<file path="config.mk">
export PLATFORM = sky130hd
export DESIGN_NAME = fscr_regs
export DESIGN_NICKNAME = d
export VERILOG_FILES = /design/src/hdl/fscr_pkg.sv /design/src/hdl/fscr_clipper.sv /design/src/hdl/fscr_regs.sv
export SDC_FILE = /design/constraint.sdc
export NUM_CORES = 1
export LEC_CHECK = 0
export BUFFER_PORTS_ARGS = -buffer_cell sky130_fd_sc_hd__buf_2
export CORE_MARGIN = 5
export CORE_UTILIZATION = 56
export CTS_CLUSTER_DIAMETER = 60
export CTS_CLUSTER_SIZE = 25
export DETAILED_ROUTE_END_ITERATION = 10
export PLACE_DENSITY = 0.91
export REMOVE_ABC_BUFFERS = 1
export SLEW_MARGIN = 20
export SYNTH_ARGS = -nofsm -noshare
export SYNTH_HDL_FRONTEND = slang
export SYNTH_HIERARCHICAL = 1
export SYNTH_SLANG_ARGS = --single-unit
</file>
<file path="constraint.sdc">
create_clock -name clk_sys -period 3.4 [get_ports clk_sys]
set_clock_uncertainty 0.1 [all_clocks]
set_input_delay 0.17 -clock clk_sys [delete_from_list [all_inputs] [get_ports clk_sys]]
set_output_delay 0.17 -clock clk_sys [all_outputs]
set_load 0.05 [all_outputs]
</file>
<file path="src/hdl/fscr_pkg.sv">
package fscr_pkg;
  localparam logic [7:0] ADDR_FAULT = 8'h08;
  localparam logic [7:0] ADDR_RSVD_LO = 8'h09;
  localparam logic [7:0] ADDR_RSVD_HI = 8'h0F;
  localparam logic [7:0] ADDR_CLIP_MID = 8'h10;
  localparam logic [7:0] ADDR_CLIP_LOW = 8'h11;
  localparam int OCSEL_LSB = 4;
  localparam int CLKF_BIT = 3;
  localparam int OCF_BIT = 2;
  localparam int DCF_BIT = 1;
  localparam int OTF_BIT = 0;
  localparam int CLIP_LOW_LSB = 2;
  localparam logic [1:0] OCSEL_RST = 2'h0;
  localparam logic [7:0] CLIP_MID_RST = 8'hFF;
  localparam logic [5:0] CLIP_LOW_RST = 6'h3F;
  localparam logic [1:0] CLIP_RSVD_RST = 2'h0;
  localparam logic [5:0] CLIP_HIGH_RST = 6'h3F;
  localparam logic [1:0] OCSEL_FULL = 2'h0;
  localparam logic [1:0] OCSEL_3Q = 2'h1;
  localparam logic [1:0] OCSEL_HALF = 2'h2;
  localparam logic [1:0] OCSEL_1Q = 2'h3;

  typedef struct packed {
    logic clock_bad;
    logic overtemp;
    logic dc_over;
    logic [15:0] current;
  } fscr_sense_t;

  typedef struct packed {
    logic wr_en;
    logic rd_en;
    logic [7:0] addr;
    logic [7:0] wdata;
  } fscr_req_t;
endpackage : fscr_pkg

</file>
<file path="src/hdl/fscr_clipper.sv">
module fscr_clipper (
  input wire logic signed [19:0] sample_in,
  input wire logic [19:0] clip_threshold,
  output logic signed [19:0] sample_out
);
  logic [19:0] lim_mag;
  logic signed [20:0] pos_lim;
  logic signed [20:0] neg_lim;
  logic signed [20:0] samp_ext;

  always_comb
  begin
    // capping first keeps the negative limit inside the sample range
    lim_mag = (clip_threshold > 20'h7FFFF) ? 20'h7FFFF : clip_threshold;
    pos_lim = {1'b0, lim_mag};
    neg_lim = -pos_lim;
    samp_ext = {sample_in[19], sample_in};
    if (samp_ext > pos_lim)
    begin
      sample_out = pos_lim[19:0];
    end
    else if (samp_ext < neg_lim)
    begin
      sample_out = neg_lim[19:0];
    end
    else
    begin
      sample_out = sample_in;
    end
  end
endmodule : fscr_clipper

</file>
<file path="src/hdl/fscr_regs.sv">
// Function
// a two-bit field selects the overcurrent limit: 00 full (reset), 01 3/4, 10 1/2, 11 1/4.
// status bit 3 reads high while a clock fault is present and low otherwise.
// the clock fault never latches and clears itself when the clocks recover.
// an overcurrent sets bit 2, which holds and halts the amplifier until shutdown toggles.
// a dc offset fault sets bit 1, which holds and halts the amplifier until shutdown toggles.
// an overtemperature sets bit 0, which holds until shutdown toggles.
// bits 7:6 of the fault register are read-only zero and the host leaves them alone.
// the 20-bit clip threshold takes bits 13:6 from the full byte at 0x10.
// the register at 0x11 holds threshold bits 5:0 in its bits 7:2, read and write.
// the host keeps bits 1:0 of 0x11 at zero.
// the host does not touch the reserved addresses 0x09 to 0x0F.
// each sample is limited in magnitude to the 20-bit clip threshold.
// a low-then-high edge on shutdown clears the latched faults and restarts operation.
module fscr_regs (
  input wire logic clk_sys,
  input wire logic rst,
  input wire fscr_pkg::fscr_req_t req,
  output logic [7:0] rdata,
  input wire fscr_pkg::fscr_sense_t sense,
  input wire logic [15:0] overcurrent_nominal,
  input wire logic speaker_shutdown_n,
  input wire logic signed [19:0] sample_in,
  output logic signed [19:0] sample_out,
  output logic amp_run,
  output logic clock_fault_flag,
  output logic overcurrent_fault_flag,
  output logic dc_offset_fault_flag,
  output logic overtemp_fault_flag
);
  typedef enum logic [2:0] {
    FSCR_SHUT = 3'b001,
    FSCR_RUN = 3'b010,
    FSCR_HALT = 3'b100
  } fscr_state_t;

  fscr_state_t state_ff, nxt_state;
  logic [1:0] ocsel_ff, nxt_ocsel;
  logic [7:0] clip_mid_ff, nxt_clip_mid;
  logic [7:0] clip_low_ff, nxt_clip_low;
  logic ocf_ff, nxt_ocf;
  logic dcf_ff, nxt_dcf;
  logic otf_ff, nxt_otf;
  logic clkf_ff, nxt_clkf;
  logic sd_prev_ff, nxt_sd_prev;
  logic [7:0] rdata_ff, nxt_rdata;
  logic [15:0] oc_limit;
  logic oc_trip;
  logic sd_rise;
  logic [19:0] clip_threshold;
  logic signed [19:0] clipped;

  always_comb
  begin
    case (ocsel_ff)
      fscr_pkg::OCSEL_3Q: oc_limit = 16'((18'(overcurrent_nominal) * 18'h3) >> 2);
      fscr_pkg::OCSEL_HALF: oc_limit = overcurrent_nominal >> 1;
      fscr_pkg::OCSEL_1Q: oc_limit = overcurrent_nominal >> 2;
      default: oc_limit = overcurrent_nominal;
    endcase
  end

  assign oc_trip = sense.current > oc_limit;
  assign sd_rise = speaker_shutdown_n & ~sd_prev_ff;
  assign clip_threshold = {fscr_pkg::CLIP_HIGH_RST, clip_mid_ff,
    clip_low_ff[7:fscr_pkg::CLIP_LOW_LSB]};

  fscr_clipper u_clip (
    .sample_in(sample_in),
    .clip_threshold(clip_threshold),
    .sample_out(clipped)
  );

  // host-writable configuration
  always_comb
  begin
    nxt_ocsel = ocsel_ff;
    nxt_clip_mid = clip_mid_ff;
    nxt_clip_low = clip_low_ff;
    if (req.wr_en)
    begin
      case (req.addr)
        fscr_pkg::ADDR_FAULT: nxt_ocsel = req.wdata[fscr_pkg::OCSEL_LSB +: 2];
        fscr_pkg::ADDR_CLIP_MID: nxt_clip_mid = req.wdata;
        fscr_pkg::ADDR_CLIP_LOW: nxt_clip_low = req.wdata;
        default: nxt_clip_low = clip_low_ff;
      endcase
    end
  end

  always_ff @(posedge clk_sys or posedge rst)
  begin
    if (rst)
    begin
      ocsel_ff <= fscr_pkg::OCSEL_RST;
      clip_mid_ff <= fscr_pkg::CLIP_MID_RST;
      clip_low_ff <= {fscr_pkg::CLIP_LOW_RST, fscr_pkg::CLIP_RSVD_RST};
    end
    else
    begin
      ocsel_ff <= nxt_ocsel;
      clip_mid_ff <= nxt_clip_mid;
      clip_low_ff <= nxt_clip_low;
    end
  end

  // fault status; a new overtemperature wins over a clear in the same cycle
  always_comb
  begin
    nxt_sd_prev = speaker_shutdown_n;
    nxt_clkf = sense.clock_bad;
    nxt_ocf = ocf_ff;
    nxt_dcf = dcf_ff;
    nxt_otf = otf_ff;
    if (sd_rise)
    begin
      nxt_ocf = 1'b0;
      nxt_dcf = 1'b0;
      nxt_otf = 1'b0;
    end
    if (state_ff != FSCR_SHUT && oc_trip)
    begin
      nxt_ocf = 1'b1;
    end
    if (state_ff != FSCR_SHUT && sense.dc_over)
    begin
      nxt_dcf = 1'b1;
    end
    if (sense.overtemp)
    begin
      nxt_otf = 1'b1;
    end
  end

  always_ff @(posedge clk_sys or posedge rst)
  begin
    if (rst)
    begin
      ocf_ff <= 1'b0;
      dcf_ff <= 1'b0;
      otf_ff <= 1'b0;
      clkf_ff <= 1'b0;
      sd_prev_ff <= 1'b0;
    end
    else
    begin
      ocf_ff <= nxt_ocf;
      dcf_ff <= nxt_dcf;
      otf_ff <= nxt_otf;
      clkf_ff <= nxt_clkf;
      sd_prev_ff <= nxt_sd_prev;
    end
  end

  // read data holds until the next read
  always_comb
  begin
    nxt_rdata = rdata_ff;
    if (req.rd_en)
    begin
      case (req.addr)
        fscr_pkg::ADDR_FAULT: nxt_rdata = {2'h0, ocsel_ff, clkf_ff, ocf_ff, dcf_ff, otf_ff};
        fscr_pkg::ADDR_CLIP_MID: nxt_rdata = clip_mid_ff;
        fscr_pkg::ADDR_CLIP_LOW: nxt_rdata = clip_low_ff;
        default: nxt_rdata = 8'h00;
      endcase
    end
  end

  always_ff @(posedge clk_sys or posedge rst)
  begin
    if (rst)
    begin
      rdata_ff <= 8'h00;
    end
    else
    begin
      rdata_ff <= nxt_rdata;
    end
  end

  always_comb
  begin
    nxt_state = state_ff;
    case (state_ff)
      FSCR_SHUT:
      begin
        // an overtemperature still present at restart keeps the amplifier halted
        if (sd_rise && nxt_otf)
        begin
          nxt_state = FSCR_HALT;
        end
        else if (sd_rise)
        begin
          nxt_state = FSCR_RUN;
        end
      end
      FSCR_RUN:
      begin
        if (!speaker_shutdown_n)
        begin
          nxt_state = FSCR_SHUT;
        end
        else if (nxt_ocf || nxt_dcf || nxt_otf)
        begin
          nxt_state = FSCR_HALT;
        end
      end
      FSCR_HALT:
      begin
        if (!speaker_shutdown_n)
        begin
          nxt_state = FSCR_SHUT;
        end
      end
      default: nxt_state = FSCR_SHUT;
    endcase
  end

  always_ff @(posedge clk_sys or posedge rst)
  begin
    if (rst)
    begin
      state_ff <= FSCR_SHUT;
    end
    else
    begin
      state_ff <= nxt_state;
    end
  end

  // audio passes only while running with valid clocks
  assign amp_run = (state_ff == FSCR_RUN) && !clkf_ff;
  assign sample_out = amp_run ? clipped : 20'sh00000;
  assign rdata = rdata_ff;
  assign clock_fault_flag = clkf_ff;
  assign overcurrent_fault_flag = ocf_ff;
  assign dc_offset_fault_flag = dcf_ff;
  assign overtemp_fault_flag = otf_ff;
endmodule : fscr_regs

</file>
==> flow_summary.ini <==
[outcome]
status = finished clean

[floorplan]
die_h_um = 104
rows = 34
coreArea_um2 = 8640
top_level_ports = 109
initial_core_util = 0.569
die_width_um = 104
die-area_um2 = 10700

[critical_path]
crit_slowest_cell = or4_1
reg2reg_slack_ns = 0.34
cp-end-kind = flip-flop
cp_cell_sequence = buf_2 > inv_1 > fa_2 > or2b_4 > a21oi_4 > o311a_1 > o41a_1 > a21oi_1 > a211o_1 > ha_1 > nand4_1 > or4_1 > a22oi_2 > a31oi_2 > o21ai_1 > a21boi_1
path_class = input pin to flip-flop
critPathMaxStageDelay_ns = 0.49
arrival_ns = 3.35
critPathRequiredTime_ns = 3.47
start_kind = input pin
path_max_fanout = 6

[layout]
layout-drive-gt1-share = 0.286
final_cell_area_um2 = 6080
stdcell_count = 858
area_growth_pct = 23.8
fin_nets = 897
final_util = 0.704

[timing]
hold_slack_ns = 0.0335
maxSlewHeadroom = 0.148
tightest_slew_ns = 1.27
max_freq_mhz = 305
fin_ws_ns = 0.121
maxSlewViolCount = 0
period_share = 0.964
setup_viol = 0
tns_ns = 0
fin_crit_ns = 3.28
final_hold_viol_count = 0

[placement]
placed_area_um2 = 5840
placedCellCount = 843
dp_hpwl_mm = 11.8
place_ws_ns = -0.251
io_buffers = 108
place.gp.congestion = 0.940

[job]
drv_cap = 0

[routing]
routed_wl_mm = 14.9
dr.pass1.iters = 5
ant_nets = 0
drc = 0
drtIter0Drc = 355
vias = 5359
via_per_inst = 6.25
avgRoutedWirePerCell_um = 17.4

[synthesis]
synth_area_um2 = 4910
synth.most_common_cell = ha_1
async_flop_share = 1.00
yosys_warnings = 6
synth-main-ff-cell = dfrtp_1
ys_types = 74
synth_area_leaders = ha_1 (18%), dfrtp_1 (9.7%), dfstp_2 (8.0%)
synthCells = 590
synth_edf_count = 0
synth_top_area_cell = ha_1
ys_seq_elements = 34
ys_seq_area_frac = 0.177
ys_top_cells_by_count = ha_1 (72), a21oi_1 (51), nor2_1 (50)
syn_area_per_cell_um2 = 8.32
synth_top_area_frac = 0.183

[clock_network]
clock_path_buffers = 2
numClockSinks = 34
path_clk_slew_ns = 0.07
numCtsBuffers = 5
cts-root-buf = clkbuf_8
clkLatencyLatePin_ns = 0.29
cts_tree = done
cts_max_level = 2

[global_route]
antenna_found_initial = 1
grt_pass1_vias = 5455
overflow = 0
grt_max_degree = 38
grt_pass1_wl_mm = 24.8
track_usage = 0.266

[pwr]
ir_worst_vdd_uv = 371
finalPower_mw = 1.62
p_per_area_nw_per_um2 = 267
p_leak_nw = 2.86

[hold_path]
min_path_type = input pin to flip-flop
## worst max-delay path: cells and delay by family
kind                     cells  cell delay [ns]
AO/OA/AOI/OAI                9             1.36
buffers and inverters        2             0.21
AND/OR/NAND/NOR              3             0.88
adder cells (fa/ha/maj)      2             0.70
## cell usage in the layout (no fill, tap or decap), types with 4 or more instances in the layout
master / n
ha_1: 70
xnor2_1: 18
conb_1: 27
nand2_1: 30
nand4_1: 12
nor2b_1: 5
a211o_1: 9
buf_2: 108
dfrtp_1: 19
o31ai_1: 5
nor2_1: 49
mux2i_1: 13
a21o_1: 5
and2_1: 22
dfstp_2: 15
a22oi_1: 7
o21a_1: 4
clkbuf_8: 5
nand2b_1: 10
o31a_1: 4
o21ai_0: 31
a21oi_1: 50
mux4_2: 6
a211oi_1: 4
buf_4: 34
mux2_2: 19
o22ai_1: 15
nand3_1: 9
inv_1: 28
nor4_1: 6
xor2_1: 10
nor3_1: 16
a222oi_1: 6
a31oi_1: 4
## per-layer routing
metal  up-vias  global-route usage  wire length [um]
met5         -                   0                 0
met2       263               0.479              7560
met1      2513               0.320              5810
met3        44              0.0410              1120
met4         0              0.0881               433
li1       2539                   -                 -
## path summary, 6_finish.rpt
check,startpoint,endpoint,cells past startpoint
setup reg to reg,ocsel_ff[1]$_DFFE_PP0P_,state_ff[2]$_DFFE_PP0P_,11
min in group asynchronous,rst,rdata[7]$_DFFE_PP0P_,3
max in group asynchronous,rst,clip_low_ff[5]$_DFFE_PP1P_,4
hold reg to reg,clip_low_ff[0]$_DFFE_PP0P_,clip_low_ff[0]$_DFFE_PP0P_,1
setup / recovery,overcurrent_nominal[2],state_ff[2]$_DFFE_PP0P_,16
hold / removal,sense[17],state_ff[1]$_DFFE_PP0P_,2
## state kept, by name, summed over array words and instances, names as in the netlist
signal	cells
clip_low_ff	8
clip_mid_ff	8
clock_fault_flag	1
dc_offset_fault_flag	1
ocsel_ff	2
overcurrent_fault_flag	1
overtemp_fault_flag	1
rdata	8
sd_prev_ff	1
state_ff	3
## cell type report
| type | instances | area, um^2 |
|---|---|---|
| Clock buffer | 5 | 68.8 |
| Sequential cell | 34 | 870 |
| Fill cell | 684 | 2560 |
| Timing Repair Buffer | 145 | 826 |
| Clock inverter | 3 | 68.8 |
| Tap cell | 108 | 135 |
| Multi-Input combinational cell | 533 | 4000 |
| Inverter | 29 | 109 |
| Antenna cell | 1 | 2.50 |
## timing repair
item / 4_1_cts / 5_1_grt
endpoints found under the hold margin: 2 / 19
buffers inserted: 0 / 3
setup endpoints to repair: 0 / 2
hold buffers: 2 / 1
gates resized for setup: 0 / 11
## power breakdown
group	switching [mW]	leakage (nW)	internal [mW]
logic	0.401	2.39	0.309
registers	0.0348	0.405	0.433
clock network	0.151	0.0683	0.294
## logic make-up (layout without fill, tap and decap cells)
group,Yosys count,in the layout,share of synthesized area
AO/OA/AOI/OAI,177,177,0.236
flip-flops,34,34,0.177
adder cells (fa/ha/maj),73,73,0.188
multiplexers,38,38,0.0976
other,2,28,0.00153
XOR/XNOR,28,28,0.0499
buffers and inverters,48,182,0.0385
AND/OR/NAND/NOR,190,190,0.212
Note: power is estimated with default switching activity, not from simulation.
